**config.mk**
```make
export PLATFORM = sky130hd
export DESIGN_NAME = api_request_frame_decoder
export DESIGN_NICKNAME = d
export VERILOG_FILES = /design/src/logic/frame_pkg.sv /design/src/logic/payload_fifo.sv /design/src/logic/api_request_frame_decoder.sv
export VERILOG_INCLUDE_DIRS = /design/src /design/src/logic
export SDC_FILE = /design/constraint.sdc
export NUM_CORES = 1
export LEC_CHECK = 0
export BUFFER_PORTS_ARGS = -buffer_cell sky130_fd_sc_hd__buf_4
export CORE_MARGIN = 1
export CORE_UTILIZATION = 57
export DETAILED_ROUTE_END_ITERATION = 8
export HOLD_SLACK_MARGIN = 0.15
export PLACE_DENSITY = 0.86
export SETUP_SLACK_MARGIN = 0.05
export SKIP_CTS_REPAIR_TIMING = 1
export SLEW_MARGIN = 5
export SYNTH_ARGS = -nofsm -noshare
export SYNTH_HDL_FRONTEND = slang
export SYNTH_SLANG_ARGS = --single-unit
```
**constraint.sdc**
```tcl
create_clock -name clock -period 26.6 [get_ports clock]
set_input_delay 2.66 -clock clock [delete_from_list [all_inputs] [get_ports clock]]
set_output_delay 2.66 -clock clock [all_outputs]
set_load 0.005 [all_outputs]
```
**src/logic/frame_consts.svh**
```systemverilog
// named constants for the request frame decoder
`ifndef FRAME_CONSTS_SVH
`define FRAME_CONSTS_SVH

`define START_DELIM     8'h7E
`define CSUM_GOOD       8'hFF
`define TYPE_AT_NOW     8'h08
`define TYPE_AT_QUEUED  8'h09
`define TYPE_TX_REQ     8'h10
`define TYPE_AT_RESP    8'h88
`define TYPE_TX_STATUS  8'h8B
`define FRAME_ID_NONE   8'h00
`define VALUE_NONE      8'h00
`define USE_DEFAULT     8'h00

// body indices count from the frame-type byte (frame offset minus three)
`define IDX_TYPE        16'h0000
`define IDX_FID         16'h0001
`define IDX_CMD_HI      16'h0002
`define IDX_CMD_LO      16'h0003
`define IDX_PARAM       16'h0004
`define IDX_DEST16_HI   16'h000A
`define IDX_DEST16_LO   16'h000B
`define IDX_RADIUS      16'h000C
`define IDX_OPTIONS     16'h000D
`define IDX_PAYLOAD     16'h000E
`define LEN_EMPTY       16'h0000
`define ONE16           16'h0001

`define CMD_APPLY       16'h4143
`define CMD_BAUD_RATE   16'h4244
`define CMD_MAX_HOPS    16'h4E48
`define CMD_TX_OPTIONS  16'h544F
`define CMD_MAX_PAYLOAD 16'h4E50

`define MASK_NONE       3'h0
`define MASK_BAUD       3'h1
`define MASK_HOPS       3'h2
`define MASK_TXOPT      3'h4

`define RST_BAUD_RATE   8'h03
`define RST_MAX_HOPS    8'h07
`define RST_TX_OPTIONS  8'h00
`define RST_MAX_PAYLOAD 8'h64

`define ADDR_CONTROL    8'h00
`define ADDR_ACTIVE     8'h04
`define ADDR_STAGED     8'h08
`define ADDR_MAXPAY     8'h0C
`define ADDR_DROPS      8'h10
`define REG_CONTROL     3'h0
`define REG_ACTIVE      3'h1
`define REG_STAGED      3'h2
`define REG_MAXPAY      3'h3
`define REG_DROPS       3'h4
`define REG_NONE        3'h7

`define FIFO_WIDTH      8
`define FIFO_DEPTH      16
`define FIFO_LAST       5'h0F

`endif

```
**src/logic/frame_pkg.sv**
```systemverilog
// shared types for the request frame decoder
package frame_pkg;

  typedef enum logic [4:0] {
    PH_HUNT   = 5'b00001,
    PH_LEN_HI = 5'b00010,
    PH_LEN_LO = 5'b00100,
    PH_BODY   = 5'b01000,
    PH_CSUM   = 5'b10000
  } parse_state_type;

  typedef struct packed {
    logic [7:0]  frame_type;
    logic [7:0]  frame_id;
    logic [15:0] command;
    logic [7:0]  value;
  } response_type;

  typedef struct packed {
    logic [7:0]  frame_id;
    logic [63:0] dest64;
    logic [15:0] dest16;
    logic [7:0]  radius;
    logic [7:0]  options;
  } tx_request_type;

  typedef struct packed {
    logic [7:0] max_payload;
    logic [7:0] tx_options;
    logic [7:0] max_hops;
    logic [7:0] baud_rate;
  } settings_type;

  typedef struct packed {
    parse_state_type phase;
    logic [15:0]     len;
    logic [15:0]     idx;
    logic [7:0]      sum;
    logic [7:0]      ftype;
    logic [7:0]      fid;
    logic [15:0]     cmd;
    logic [7:0]      val;
    logic            has_val;
    logic            bad;
    logic [63:0]     dest64;
    logic [15:0]     dest16;
    logic [7:0]      radius;
    logic [7:0]      opts;
    logic [15:0]     paycnt;
    settings_type    active;
    settings_type    staged;
    logic [2:0]      pend;
    logic            enable;
    logic [15:0]     drops;
    logic            rx_ready;
    logic            resp_valid;
    response_type    resp;
    logic            tx_valid;
    tx_request_type  tx;
    logic [31:0]     prdata;
    logic            pready;
    logic            pslverr;
  } decoder_state_type;

endpackage : frame_pkg

```
**src/logic/payload_fifo.sv**
```systemverilog
// payload byte fifo whose written bytes become visible only on commit
`timescale 1ns/10ps
module payload_fifo #(
  parameter int WIDTH = 8,
  parameter int DEPTH = 16
) (
  input  wire logic                     clock,
  input  wire logic                     rst,
  input  wire logic                     in_valid,
  output logic                          in_ready,
  input  wire logic [WIDTH-1:0]         in_data,
  input  wire logic                     commit,
  input  wire logic                     drop,
  output logic                          out_valid,
  input  wire logic                     out_ready,
  output logic [WIDTH-1:0]              out_data,
  output logic [$clog2(DEPTH):0]        occupancy
);
  localparam int PW = $clog2(DEPTH);

  typedef struct packed {
    logic [DEPTH-1:0][WIDTH-1:0] mem;
    logic [PW:0]                 wr;
    logic [PW:0]                 cm;
    logic [PW:0]                 rd;
    logic                        out_valid;
    logic [WIDTH-1:0]            out_data;
  } fifo_state_type;

  fifo_state_type state;
  fifo_state_type next_state;
  logic [PW:0]    used;

  assign used      = state.wr - state.rd;
  assign in_ready  = (used != (PW+1)'(DEPTH));
  assign occupancy = used;
  assign out_valid = state.out_valid;
  assign out_data  = state.out_data;

  always_comb begin
    next_state = state;
    if (state.out_valid && out_ready) begin
      next_state.out_valid = 1'b0;
    end
    // only committed words move to the output stage
    if ((!state.out_valid || out_ready) && state.rd != state.cm) begin
      next_state.out_data  = state.mem[state.rd[PW-1:0]];
      next_state.out_valid = 1'b1;
      next_state.rd        = state.rd + 1'b1;
    end
    if (in_valid && in_ready && !drop) begin
      next_state.mem[state.wr[PW-1:0]] = in_data;
      next_state.wr                    = state.wr + 1'b1;
    end
    if (drop) begin
      next_state.wr = state.cm;
    end else if (commit) begin
      next_state.cm = next_state.wr;
    end
  end

  always_ff @(posedge clock or posedge rst) begin
    if (rst) begin
      state <= '0;
    end else begin
      state <= next_state;
    end
  end

endmodule : payload_fifo

```
**src/logic/api_request_frame_decoder.sv**
```systemverilog
// request frame decoder: queued local commands, transmit requests, apb settings access
`timescale 1ns/10ps
`include "frame_consts.svh"
// How it works
// [RULE_01] frame opens with start delimiter, then 16-bit length of the body bytes
// [RULE_02] last byte is checksum: 0xFF minus low byte of body sum
// [RULE_03] body byte zero is frame type; 0x09 selects queued local command path
// [RULE_04] next byte is frame id, echoed in replies; zero suppresses any reply
// [RULE_05] queued command carries a two-character 16-bit command code
// [RULE_06] optional value follows command; none means query current value
// [RULE_07] queued writes are staged until an immediate frame or apply command
// [RULE_08] query answer is type 0x88 with current value and same frame id
// [RULE_09] a queued baud change keeps the old rate until applied
// [RULE_10] type 0x10 is a transmit request, answered by 0x8B status unless id zero
// [RULE_11] transmit request carries 64-bit destination, unicast or broadcast pattern
// [RULE_12] host fills 64-bit destination with ones for short addressing
// [RULE_13] 16-bit destination holds short address or 0xFFFE
// [RULE_14] broadcast radius zero means use configured max hops
// [RULE_15] transmit options zero means use stored default options
// [RULE_16] payload runs to checksum and may not exceed the maximum payload
// [RULE_17] an immediate local command write takes effect at once
// [RULE_18] bad checksum or length drops frame silently; hunt next delimiter
module api_request_frame_decoder (
  input  wire logic                     clock,
  input  wire logic                     rst,
  input  wire logic [7:0]               rx_data,
  input  wire logic                     rx_valid,
  output logic                          rx_ready,
  output logic                          resp_valid,
  output frame_pkg::response_type       resp,
  output logic                          tx_valid,
  output frame_pkg::tx_request_type     tx_req,
  output logic [7:0]                    pay_data,
  output logic                          pay_valid,
  input  wire logic                     pay_ready,
  output logic [7:0]                    baud_sel,
  input  wire logic                     psel,
  input  wire logic                     penable,
  input  wire logic                     pwrite,
  input  wire logic [7:0]               paddr,
  input  wire logic [31:0]              pwdata,
  output logic [31:0]                   prdata,
  output logic                          pready,
  output logic                          pslverr
);
  import frame_pkg::*;

  decoder_state_type state;
  decoder_state_type next_state;
  logic              rx_take;
  logic              is_at;
  logic              is_tx;
  logic              short_frame;
  logic              frame_end;
  logic              frame_ok;
  logic              pay_room;
  logic              pay_push;
  logic              fifo_in_ready;
  logic              frame_commit;
  logic              frame_drop;
  logic [4:0]        fifo_occ;

  function automatic logic [2:0] reg_index(input logic [7:0] addr);
    case (addr)
      `ADDR_CONTROL: reg_index = `REG_CONTROL;
      `ADDR_ACTIVE:  reg_index = `REG_ACTIVE;
      `ADDR_STAGED:  reg_index = `REG_STAGED;
      `ADDR_MAXPAY:  reg_index = `REG_MAXPAY;
      `ADDR_DROPS:   reg_index = `REG_DROPS;
      default:       reg_index = `REG_NONE;
    endcase
  endfunction : reg_index

  function automatic logic [2:0] setting_mask(input logic [15:0] cmd);
    case (cmd)
      `CMD_BAUD_RATE:  setting_mask = `MASK_BAUD;
      `CMD_MAX_HOPS:   setting_mask = `MASK_HOPS;
      `CMD_TX_OPTIONS: setting_mask = `MASK_TXOPT;
      default:         setting_mask = `MASK_NONE;
    endcase
  endfunction : setting_mask

  function automatic settings_type setting_update(input settings_type s, input logic [2:0] mask,
                                                  input logic [7:0] val);
    setting_update = s;
    if ((mask & `MASK_BAUD) != `MASK_NONE) begin
      setting_update.baud_rate = val;
    end
    if ((mask & `MASK_HOPS) != `MASK_NONE) begin
      setting_update.max_hops = val;
    end
    if ((mask & `MASK_TXOPT) != `MASK_NONE) begin
      setting_update.tx_options = val;
    end
  endfunction : setting_update

  function automatic settings_type apply_pending(input settings_type act, input settings_type stg,
                                                 input logic [2:0] pend);
    apply_pending = setting_update(act, pend & `MASK_BAUD, stg.baud_rate);
    apply_pending = setting_update(apply_pending, pend & `MASK_HOPS, stg.max_hops);
    apply_pending = setting_update(apply_pending, pend & `MASK_TXOPT, stg.tx_options);
  endfunction : apply_pending

  function automatic logic [7:0] setting_value(input settings_type s, input logic [15:0] cmd);
    case (cmd)
      `CMD_BAUD_RATE:   setting_value = s.baud_rate;
      `CMD_MAX_HOPS:    setting_value = s.max_hops;
      `CMD_TX_OPTIONS:  setting_value = s.tx_options;
      `CMD_MAX_PAYLOAD: setting_value = s.max_payload;
      default:          setting_value = `VALUE_NONE;
    endcase
  endfunction : setting_value

  assign rx_take      = rx_valid && state.rx_ready;
  assign is_at        = (state.ftype == `TYPE_AT_NOW) || (state.ftype == `TYPE_AT_QUEUED); // [RULE_03]
  assign is_tx        = (state.ftype == `TYPE_TX_REQ); // [RULE_10]
  assign short_frame  = (is_at && state.len < `IDX_PARAM) || (is_tx && state.len < `IDX_PAYLOAD); // [RULE_18]
  assign frame_end    = rx_take && state.phase == PH_CSUM;
  assign frame_ok     = frame_end && !state.bad && !short_frame
                        && (8'(state.sum + rx_data) == `CSUM_GOOD); // [RULE_02]
  assign pay_room     = state.paycnt < {8'h00, state.active.max_payload}; // [RULE_16]
  assign pay_push     = rx_take && state.phase == PH_BODY && is_tx && state.idx >= `IDX_PAYLOAD
                        && pay_room && !state.bad && fifo_in_ready;
  assign frame_commit = frame_ok && is_tx;
  assign frame_drop   = frame_end && !frame_commit; // [RULE_18]

  payload_fifo #(
    .WIDTH (`FIFO_WIDTH),
    .DEPTH (`FIFO_DEPTH)
  ) payload_buffer (
    .clock     (clock),
    .rst       (rst),
    .in_valid  (pay_push),
    .in_ready  (fifo_in_ready),
    .in_data   (rx_data),
    .commit    (frame_commit),
    .drop      (frame_drop),
    .out_valid (pay_valid),
    .out_ready (pay_ready),
    .out_data  (pay_data),
    .occupancy (fifo_occ)
  );

  always_comb begin
    next_state            = state;
    next_state.resp_valid = 1'b0;
    next_state.tx_valid   = 1'b0;
    next_state.pready     = 1'b0;
    // byte intake stalls before the payload buffer can overflow
    next_state.rx_ready   = (5'(fifo_occ + {4'h0, pay_push}) <= `FIFO_LAST);

    if (psel && penable && !state.pready) begin
      next_state.pready  = 1'b1;
      next_state.pslverr = (reg_index(paddr) == `REG_NONE);
      case (reg_index(paddr))
        `REG_CONTROL: next_state.prdata = {31'h00000000, state.enable};
        `REG_ACTIVE:  next_state.prdata = {8'h00, state.active.tx_options, state.active.max_hops,
                                           state.active.baud_rate};
        `REG_STAGED:  next_state.prdata = {5'h00, state.pend, state.staged.tx_options,
                                           state.staged.max_hops, state.staged.baud_rate};
        `REG_MAXPAY:  next_state.prdata = {24'h000000, state.active.max_payload};
        `REG_DROPS:   next_state.prdata = {16'h0000, state.drops};
        default:      next_state.prdata = 32'h00000000;
      endcase
    end
    if (psel && penable && state.pready && pwrite) begin
      case (reg_index(paddr))
        `REG_CONTROL: next_state.enable = pwdata[0];
        `REG_MAXPAY:  next_state.active.max_payload = pwdata[7:0];
        `REG_DROPS:   next_state.drops = 16'h0000;
        default:      next_state.enable = state.enable;
      endcase
    end

    if (rx_take) begin
      case (state.phase)
        PH_HUNT: begin
          if (rx_data == `START_DELIM && state.enable) begin // [RULE_01]
            next_state.phase = PH_LEN_HI;
          end
        end
        PH_LEN_HI: begin
          next_state.len   = {rx_data, 8'h00}; // [RULE_01]
          next_state.phase = PH_LEN_LO;
        end
        PH_LEN_LO: begin
          next_state.len     = {state.len[15:8], rx_data};
          next_state.idx     = `LEN_EMPTY;
          next_state.sum     = 8'h00;
          next_state.bad     = 1'b0;
          next_state.has_val = 1'b0;
          next_state.paycnt  = 16'h0000;
          next_state.ftype   = 8'h00;
          next_state.phase   = ({state.len[15:8], rx_data} == `LEN_EMPTY) ? PH_HUNT : PH_BODY;
        end
        PH_BODY: begin
          next_state.sum = 8'(state.sum + rx_data); // [RULE_02]
          next_state.idx = 16'(state.idx + `ONE16);
          if (16'(state.idx + `ONE16) == state.len) begin
            next_state.phase = PH_CSUM;
          end
          if (state.idx == `IDX_TYPE) begin
            next_state.ftype = rx_data; // [RULE_03]
          end else if (state.idx == `IDX_FID) begin
            next_state.fid = rx_data; // [RULE_04]
          end else if (is_at) begin
            if (state.idx == `IDX_CMD_HI) begin
              next_state.cmd[15:8] = rx_data; // [RULE_05]
            end else if (state.idx == `IDX_CMD_LO) begin
              next_state.cmd[7:0] = rx_data; // [RULE_05]
            end else begin
              // multi-byte values keep their last byte
              next_state.val     = rx_data; // [RULE_06]
              next_state.has_val = 1'b1;
            end
          end else if (is_tx) begin
            if (state.idx < `IDX_DEST16_HI) begin
              next_state.dest64 = {state.dest64[55:0], rx_data}; // [RULE_11] [RULE_12]
            end else if (state.idx == `IDX_DEST16_HI) begin
              next_state.dest16[15:8] = rx_data; // [RULE_13]
            end else if (state.idx == `IDX_DEST16_LO) begin
              next_state.dest16[7:0] = rx_data;
            end else if (state.idx == `IDX_RADIUS) begin
              next_state.radius = rx_data;
            end else if (state.idx == `IDX_OPTIONS) begin
              next_state.opts = rx_data;
            end else begin
              next_state.paycnt = 16'(state.paycnt + `ONE16);
              if (!pay_room) begin
                next_state.bad = 1'b1; // [RULE_16]
              end
            end
          end
        end
        PH_CSUM: begin
          next_state.phase = PH_HUNT; // [RULE_18]
        end
        default: begin
          next_state.phase = PH_HUNT;
        end
      endcase
    end

    if (frame_ok && is_at) begin
      if (state.ftype == `TYPE_AT_NOW || state.cmd == `CMD_APPLY) begin
        next_state.active = apply_pending(next_state.active, state.staged, state.pend); // [RULE_07] [RULE_09]
        next_state.pend   = `MASK_NONE;
      end
      if (state.has_val && state.ftype == `TYPE_AT_NOW) begin
        next_state.active = setting_update(next_state.active, setting_mask(state.cmd), state.val); // [RULE_17]
      end else if (state.has_val) begin
        next_state.staged = setting_update(state.staged, setting_mask(state.cmd), state.val); // [RULE_07]
        next_state.pend   = next_state.pend | setting_mask(state.cmd);
      end
      if (state.fid != `FRAME_ID_NONE) begin // [RULE_04]
        next_state.resp_valid       = 1'b1;
        next_state.resp.frame_type  = `TYPE_AT_RESP; // [RULE_08]
        next_state.resp.frame_id    = state.fid;
        next_state.resp.command     = state.cmd;
        next_state.resp.value       = state.has_val ? `VALUE_NONE
                                      : setting_value(state.active, state.cmd); // [RULE_06] [RULE_08]
      end
    end else if (frame_ok && is_tx) begin
      next_state.tx_valid    = 1'b1;
      next_state.tx.frame_id = state.fid;
      next_state.tx.dest64   = state.dest64; // [RULE_11]
      next_state.tx.dest16   = state.dest16;
      next_state.tx.radius   = (state.radius == `USE_DEFAULT) ? state.active.max_hops : state.radius; // [RULE_14]
      next_state.tx.options  = (state.opts == `USE_DEFAULT) ? state.active.tx_options : state.opts; // [RULE_15]
      if (state.fid != `FRAME_ID_NONE) begin // [RULE_04]
        next_state.resp_valid      = 1'b1;
        next_state.resp.frame_type = `TYPE_TX_STATUS; // [RULE_10]
        next_state.resp.frame_id   = state.fid;
        next_state.resp.command    = 16'h0000;
        next_state.resp.value      = `VALUE_NONE;
      end
    end else if (frame_end && !frame_ok) begin
      next_state.drops = 16'(next_state.drops + `ONE16); // [RULE_18]
    end
  end

  always_ff @(posedge clock or posedge rst) begin
    if (rst) begin
      state                    <= '0;
      state.phase              <= PH_HUNT;
      state.active.baud_rate   <= `RST_BAUD_RATE;
      state.active.max_hops    <= `RST_MAX_HOPS;
      state.active.tx_options  <= `RST_TX_OPTIONS;
      state.active.max_payload <= `RST_MAX_PAYLOAD;
      state.enable             <= 1'b1;
      state.rx_ready           <= 1'b1;
    end else begin
      state <= next_state;
    end
  end

  assign rx_ready   = state.rx_ready;
  assign resp_valid = state.resp_valid;
  assign resp       = state.resp;
  assign tx_valid   = state.tx_valid;
  assign tx_req     = state.tx;
  assign baud_sel   = state.active.baud_rate; // [RULE_09]
  assign prdata     = state.prdata;
  assign pready     = state.pready;
  assign pslverr    = state.pslverr;
endmodule : api_request_frame_decoder

```
==> results.sh, run 1 <==
export IMPL_status="completed"
export IMPL_wire_per_inst_um=22.5
export IMPL_final_util=0.642
export IMPL_cts_buffers=60
export IMPL_avgSynthCellArea_um2=11.1
export IMPL_final_cell_area_um2=31600
export IMPL_pwr_share_seq=0.445
export IMPL_dieHeight_um=226
export IMPL_fin_crit_sh=0.226
export IMPL_ios=253
export IMPL_powerDensity_nw_per_um2=73.6
export IMPL_ff2ff_path_depth=7
export IMPL_finalHoldViolCount=0
export IMPL_netlist_area_leader_share=0.511
export IMPL_net_switching_power_mw=0.684
export IMPL_port_buffer_count=219
export IMPL_r2r_setup_slack_ns=22.34
export IMPL_gp_congestion=0.917
export IMPL_power_mw=2.33
export IMPL_yosys_area_top_type="dfrtp_1"
export IMPL_netlist_instances=2583
export IMPL_htreeDepth=2
export IMPL_fmax_ghz=0.167
export IMPL_tightest_slew_ns=1.34
export IMPL_drv_cap=0
export IMPL_area_growth_pct=10.2
export IMPL_grt_max_degree=113
export IMPL_critPathMaxFanout=26
export IMPL_initial_utilization=0.582
export IMPL_rows=81
export IMPL_grt_pass1_wl_mm=116
export IMPL_synth_seq_area_share=0.522
export IMPL_comb_power_share=0.170
export IMPL_synth_async_reset_ratio=1.00
export IMPL_crit_path_end_kind="flop"
export IMPL_p_leak_nw=15.5
export IMPL_totalNegativeSetupSlack_ns=0
export IMPL_rsz0062_at_grt="false"
export IMPL_viasPerCell=6.19
export IMPL_p_int_mw=1.64
export IMPL_drt_iter0_markers=2275
export IMPL_core_area_um2=49300
export IMPL_antenna_found_initial=1
export IMPL_cp_start_kind="input pin"
export IMPL_routed_wl_mm=74.2
export IMPL_drive_gt1_frac=0.291
export IMPL_cpPeakStageDelay_ns=0.93
export IMPL_ys_types=83
export IMPL_grt_busiest_layer="met2"
export IMPL_synth_enable_flop_cells=0
export IMPL_path_cells="buf_4, ha_1, a21o_1, and4_1, o21ai_0, nand3_1, nor4_1, nand3_1, mux2_2"
export IMPL_ys_ff_latch=597
export IMPL_syn_area_um2=28700
export IMPL_min_period_ns=6.00
export IMPL_vias=20400
export IMPL_ir_drop_mv=0.0503
export IMPL_final_nets=2667
export IMPL_min_from="state[369]$_DFFE_PP0P_"
export IMPL_grt_pass1_vias=20500
export IMPL_slew_headroom=0.105
export IMPL_yosysWarningCount=0
export IMPL_clock_power_share=0.385
export IMPL_path_clk_slew_ns=0.06
export IMPL_holdPathStages=2
export IMPL_p_sw_frac=0.294
export IMPL_fillers=3547
export IMPL_cp_slowest_cell="nand3_1"
export IMPL_drt_first_pass_iters=7
export IMPL_report_final_slew_viol_count=0
export IMPL_worstPathArrival_ns=6.50
export IMPL_r2r_start="state[411]$_DFFE_PP0P_"
export IMPL_setup_violations=0
export IMPL_min_to="tx_req[88]$_DFFE_PP0P_"
export IMPL_synth_area_top_cells="dfrtp_1, mux2_2, nand2_1"
export IMPL_path_buf_inv=1
export IMPL_die_area_um2=51200
export IMPL_clock_path_buffers=3
export IMPL_grt_usage=0.293
export IMPL_clk_latency_ns=0.63
export IMPL_r2r_end="payload_buffer.state[49]$_DFFE_PP0P_"
export IMPL_hold_ws_ns=0.467
export IMPL_grtUsageMet2=0.478
export IMPL_drc=0
export IMPL_min_path_type="reg -> reg"
export IMPL_grtUsageMet3=0.0539
export IMPL_ys_flop_type="dfrtp_1"
export IMPL_cp_required_ns=27.10
export IMPL_clock_sinks=597
export IMPL_cts_root_buffer="clkbuf_16"
export IMPL_finClkSkew_ns=0.0348
export IMPL_crit_top_cell="nand3_1"
export IMPL_cp_top_family="simple AND/OR/NAND/NOR gates"
export IMPL_critPathKind="in -> reg"
export IMPL_gr_usage_met1=0.384
export IMPL_ant_nets=0
export IMPL_dp_hpwl_mm=49.3
export IMPL_fp_dieW_um=226
export IMPL_cts_tree="built"
export IMPL_overflow=0
export IMPL_dpl_cell_area_um2=29500
==> cell type report <==
type | instances | area [um^2] | area share
Tap cell | 664 | 831 | 0.0263
Inverter | 62 | 240 | 0.00760
Multi-Input combinational cell | 1610 | 11600 | 0.367
Sequential cell | 597 | 15000 | 0.473
Antenna cell | 1 | 2.50 | 0.0000792
Clock buffer | 85 | 1730 | 0.0546
Clock inverter | 27 | 390 | 0.0124
Timing Repair Buffer | 248 | 1860 | 0.0589
==> placed cells by master (no fill, tap or decap), types with 12 or more instances in the layout <==
cell type | Yosys | routed
dfrtp_1 | 586 | 585
nor2b_1 | 12 | 12
mux4_2 | 41 | 41
a22oi_1 | 25 | 25
and3_1 | 21 | 21
nor2_1 | 65 | 65
nand3_1 | 49 | 49
a22o_1 | 14 | 14
nand4_1 | 26 | 26
o21ai_0 | 178 | 178
clkbuf_16 | 0 | 60
xnor2_1 | 33 | 33
and2_1 | 16 | 16
mux2_2 | 320 | 320
o31ai_1 | 19 | 19
nor4_1 | 23 | 22
clkbuf_8 | 0 | 13
buf_4 | 192 | 248
or4_1 | 12 | 12
ha_1 | 31 | 31
inv_1 | 61 | 60
nor3_1 | 28 | 28
xor2_1 | 21 | 21
clkbuf_1 | 118 | 12
a21oi_1 | 45 | 44
nand2_1 | 442 | 441
==> cells in the mapped netlist (5+ instances only) <==
| cell type | instances |
|---|---|
| nor2_1 | 65 |
| or4_1 | 12 |
| inv_1 | 61 |
| nand3b_1 | 5 |
| nand4_1 | 26 |
| nand2b_1 | 10 |
| mux4_2 | 41 |
| nor4_1 | 23 |
| o21a_1 | 10 |
| a222oi_1 | 11 |
| nor2b_1 | 12 |
| a21oi_1 | 45 |
| o21ai_0 | 178 |
| or2_2 | 6 |
| buf_4 | 192 |
| nand2_1 | 442 |
| and2_1 | 16 |
| a22o_1 | 14 |
| dfrtp_1 | 586 |
| buf_1 | 9 |
| nor3b_1 | 11 |
| nand3_1 | 49 |
| xnor2_1 | 33 |
| mux2_2 | 320 |
| mux2i_1 | 7 |
| and3_1 | 21 |
| nor3_1 | 28 |
| and4_1 | 11 |
| nor2_2 | 6 |
| o31ai_1 | 19 |
| a22oi_1 | 25 |
| dfstp_2 | 11 |
| clkbuf_1 | 118 |
| a21o_1 | 6 |
| a221oi_1 | 5 |
| or3_1 | 7 |
| a31oi_1 | 6 |
| xor2_1 | 21 |
| ha_1 | 31 |
==> per-layer routing <==
metal	vias up	share of wire
met4	0	0.044
met5	-	0
met3	208	0.083
met2	1013	0.49
met1	10400	0.39
li1	8823	-
==> power by group through the flow <==
| stage | Sequential (mW) | Clock (mW) | Combinational [mW] |
|---|---|---|---|
| 2_1_floorplan | 1.01 | 0 | 0.300 |
| 3_3_place_gp | 1.04 | 0 | 0.372 |
| 3_5_place_dp | 1.05 | 0 | 0.387 |
| 4_1_cts | 1.03 | 0.901 | 0.392 |
| 5_1_grt | 1.04 | 0.936 | 0.436 |
| 6_report | 1.03 | 0.895 | 0.396 |
==> logic make-up after synthesis <==
family / after synthesis / share of synthesized area
AOI/OAI and AO/OA: 360 / 0.0801
xor gates and xnor gates: 54 / 0.0165
adders and majority gates: 33 / 0.0149
buffers and inverters: 384 / 0.0755
DFF: 597 / 0.522
muxes: 369 / 0.161
other: 1 / 0.000131
and+or+nand+nor: 785 / 0.131
==> through the flow <==
stage,setup slack [ns],cells
floorplan,7.25,2591
global placement,20.26,3181
detailed placement,20.12,3181
CTS,20.72,3293
global route,20.52,3294
finish,20.60,3294
==> worst register-to-register path, stage by stage, from the launching register on <==
cell	delay (ns)
dfrtp_1	0.48
or3b_2	0.55
or3_1	0.46
or3_1	0.40
a2111oi_2	0.61
o211ai_1	0.56
or3_1	0.71
mux2_2	0.37
==> worst max path at each step <==
stage	start	to	slack (ns)	cells after the start
floorplan	rst	baud_sel[2]$_DFFE_PP0P_	7.25	1
global placement	rx_data[0]	resp[26]$_DFFE_PP0P_	20.26	10
detailed placement	rx_data[1]	resp[24]$_DFFE_PP0P_	20.12	9
CTS	rx_data[1]	resp[24]$_DFFE_PP0P_	20.72	9
global route	rx_data[1]	resp[24]$_DFFE_PP0P_	20.52	9
finish	rx_data[1]	resp[24]$_DFFE_PP0P_	20.60	9
==> sequential cells by signal, summed over array words and instances, names as in the netlist, 8 cells and up <==
name	cells
payload_buffer.out_data	8
tx_req	104
prdata	27
resp	34
state	267
baud_sel	8
payload_buffer.state	143
(Power assumes the default switching activity.)
==> inputs of run 2 (changes only) <==
--- a/config.mk
+++ b/config.mk
@@ -6,6 +6,7 @@
 export SDC_FILE = /design/constraint.sdc
 export NUM_CORES = 1
 export LEC_CHECK = 0
+export ABC_AREA = 1
 export BUFFER_PORTS_ARGS = -buffer_cell sky130_fd_sc_hd__buf_4
 export CORE_MARGIN = 1
 export CORE_UTILIZATION = 57
==> constraint.sdc (replaced) <==
create_clock -name clock -period 5.8 [get_ports clock]
set_input_delay 0.58 -clock clock [delete_from_list [all_inputs] [get_ports clock]]
set_output_delay 0.58 -clock clock [all_outputs]
set_load 0.005 [all_outputs]
==> run 2 against run 1 <==
Combinational power grew to 6.0 times the previous value. Register-to-register slack lost 20 ns. Via count grew 22%. First-iteration DRC count grew 17%. Die area grew 4.0%. Synthesized area grew 4.1%. Largest cell class unchanged. Largest power group unchanged.
==> results.sh, run 2 <==
export IMPL_grt_pass1_wl_mm=124
export IMPL_cp_required_ns=6.40
export IMPL_area_growth_pct=9.50
export IMPL_totalNegativeSetupSlack_ns=0
export IMPL_synth_area_top_cells="dfrtp_1, nand2_1, o21ai_0"
export IMPL_wire_per_inst_um=17.7
export IMPL_path_cells="ha_1, fa_1, xor2_1, inv_1, nor3_1, nand3_1, nand3b_1, nor2_1, nand2_2, nor2_2, nand2_1, nand2_1"
export IMPL_htreeDepth=2
export IMPL_drv_cap=0
export IMPL_crit_path_end_kind="flop"
export IMPL_cts_root_buffer="clkbuf_16"
export IMPL_syn_area_um2=29800
export IMPL_avgSynthCellArea_um2=8.11
export IMPL_holdPathStages=3
export IMPL_path_clk_slew_ns=0.06
export IMPL_vias=24900
export IMPL_dp_hpwl_mm=51.2
export IMPL_netlist_instances=3679
export IMPL_powerDensity_nw_per_um2=349
export IMPL_fin_crit_sh=0.637
export IMPL_ios=253
export IMPL_cpPeakStageDelay_ns=0.71
export IMPL_final_nets=3727
export IMPL_power_mw=11.4
export IMPL_min_path_type="in -> reg"
export IMPL_fp_dieW_um=231
export IMPL_ys_types=56
export IMPL_grt_max_degree=161
export IMPL_ant_nets=0
export IMPL_yosys_area_top_type="dfrtp_1"
export IMPL_drive_gt1_frac=0.111
export IMPL_gp_congestion=0.980
export IMPL_yosysWarningCount=0
export IMPL_ys_ff_latch=597
export IMPL_ff2ff_path_depth=12
export IMPL_status="completed"
export IMPL_critPathKind="reg -> reg"
export IMPL_crit_top_cell="nand2_1"
export IMPL_grt_pass1_vias=23100
export IMPL_layout_commonest_cell="nand2_1"
export IMPL_grt_usage=0.290
export IMPL_r2r_setup_slack_ns=2.10
export IMPL_p_leak_nw=16.1
export IMPL_port_buffer_count=219
export IMPL_critPathMaxFanout=50
export IMPL_yosys_top_cells_count="nand2_1, dfrtp_1, o21ai_0"
export IMPL_clock_sinks=597
export IMPL_rows=83
export IMPL_finalHoldViolCount=0
export IMPL_worstPathArrival_ns=4.29
export IMPL_clock_path_buffers=3
export IMPL_core_area_um2=51500
export IMPL_final_util=0.634
export IMPL_min_period_ns=3.70
export IMPL_drt_iter0_markers=2672
export IMPL_ys_flop_type="dfrtp_1"
export IMPL_synth_seq_area_share=0.501
export IMPL_setup_violations=0
export IMPL_viasPerCell=5.69
export IMPL_final_cell_mix="nand2_1, dfrtp_1, o21ai_0"
export IMPL_report_final_slew_viol_count=0
export IMPL_tightest_slew_ns=1.24
export IMPL_largest_register_ffs=267
export IMPL_largest_register="state"
export IMPL_drt_first_pass_iters=6
export IMPL_slew_headroom=0.172
export IMPL_synth_most_common_cell="nand2_1"
export IMPL_ir_drop_mv=0.349
export IMPL_dieHeight_um=231
export IMPL_fmax_ghz=0.271
export IMPL_cts_tree="built"
export IMPL_cp_slowest_cell="nor2_2"
export IMPL_drc=0
export IMPL_cts_buffers=60
export IMPL_synth_enable_flop_cells=0
export IMPL_cp_start_kind="flop"
export IMPL_rsz0062_at_grt="false"
export IMPL_overflow=0
export IMPL_antenna_found_initial=0
export IMPL_initial_utilization=0.579
export IMPL_die_area_um2=53300
export IMPL_netlist_area_leader_share=0.491
export IMPL_finClkSkew_ns=0.0647
export IMPL_routed_wl_mm=77.3
export IMPL_synth_async_reset_ratio=1.00
export IMPL_clk_latency_ns=0.66
## run 2: changes by cell type in the layout (fill, tap and decap cells not counted), moves of 41 or more
cell | before | now
inv_1 | 60 | 316
mux2_2 | 320 | 0
mux4_2 | 41 | 0
nand2_1 | 441 | 1030
nand3_1 | 49 | 158
nor2_1 | 65 | 230
o21ai_0 | 178 | 393
o21ai_1 | 0 | 155
o22ai_1 | 1 | 75
## run 2: final cells by class
| type | instances | area (um^2) |
|---|---|---|
| diodes | 1 | 2.50 |
| clock buffers | 90 | 1830 |
| clock inverters | 24 | 402 |
| fillers | 4186 | 18800 |
| inverters | 333 | 1260 |
| multi-input cells | 2401 | 11500 |
| flip-flops and latches | 597 | 15000 |
| well taps | 680 | 851 |
| repair buffers | 246 | 1900 |
## run 2: kinds of logic after synthesis
kind of cell               synth area share
DFF                                   0.501
buffers and inverters                 0.116
xor gates and xnor gates             0.0117
AOI/OAI and AO/OA                     0.136
and+or+nand+nor                       0.222
adders and majority gates            0.0143
other                              0.000126
## run 2: final timing paths
path / start / to
max: state[419]$_DFFE_PP0P_ / resp[17]$_DFFE_PP0P_
min: rx_data[0] / state[305]$_DFFE_PP0P_
max reg2reg: state[419]$_DFFE_PP0P_ / resp[17]$_DFFE_PP0P_
min reg2reg: tx_req[97]$_DFFE_PP0P_ / tx_req[97]$_DFFE_PP0P_
max in group asynchronous: rst / tx_req[97]$_DFFE_PP0P_
min in group asynchronous: rst / state[311]$_DFFE_PP0P_
## run 2: critical path, delay by kind of cell (launching register included)
| kind | cells | cell delay [ns] |
|---|---|---|
| xor gates and xnor gates | 1 | 0.20 |
| buffers and inverters | 1 | 0.09 |
| and+or+nand+nor | 8 | 2.35 |
| adders and majority gates | 2 | 0.64 |
| DFF | 1 | 0.38 |
## run 2: per-layer routing
| layer | GRT usage | vias up | share of wire |
|---|---|---|---|
| met3 | 0.0387 | 179 | 0.076 |
| li1 | - | 11800 | - |
| met1 | 0.412 | 11800 | 0.43 |
| met4 | 0.103 | 0 | 0.031 |
| met5 | 0 | - | 0 |
| met2 | 0.458 | 1126 | 0.46 |
## run 2: stage by stage
stage,setup WS [ns],hold WS [ns],area (um^2),cells
final,2.10,0.193,32700,4372
after CTS,2.15,-0.152,32700,4370
after detailed placement,1.78,0.460,30400,4256
after global routing,1.85,0.178,32700,4371
after global placement,1.92,0.456,30400,4256
after floorplan,-2.91,0.443,29900,3687
## run 2: report_power, final
| part | internal [mW] | total (mW) | switching, mW |
|---|---|---|---|
| sequential | 4.46 | 4.76 | 0.297 |
| clock | 2.55 | 4.24 | 1.69 |
| combinational | 0.785 | 2.39 | 1.61 |
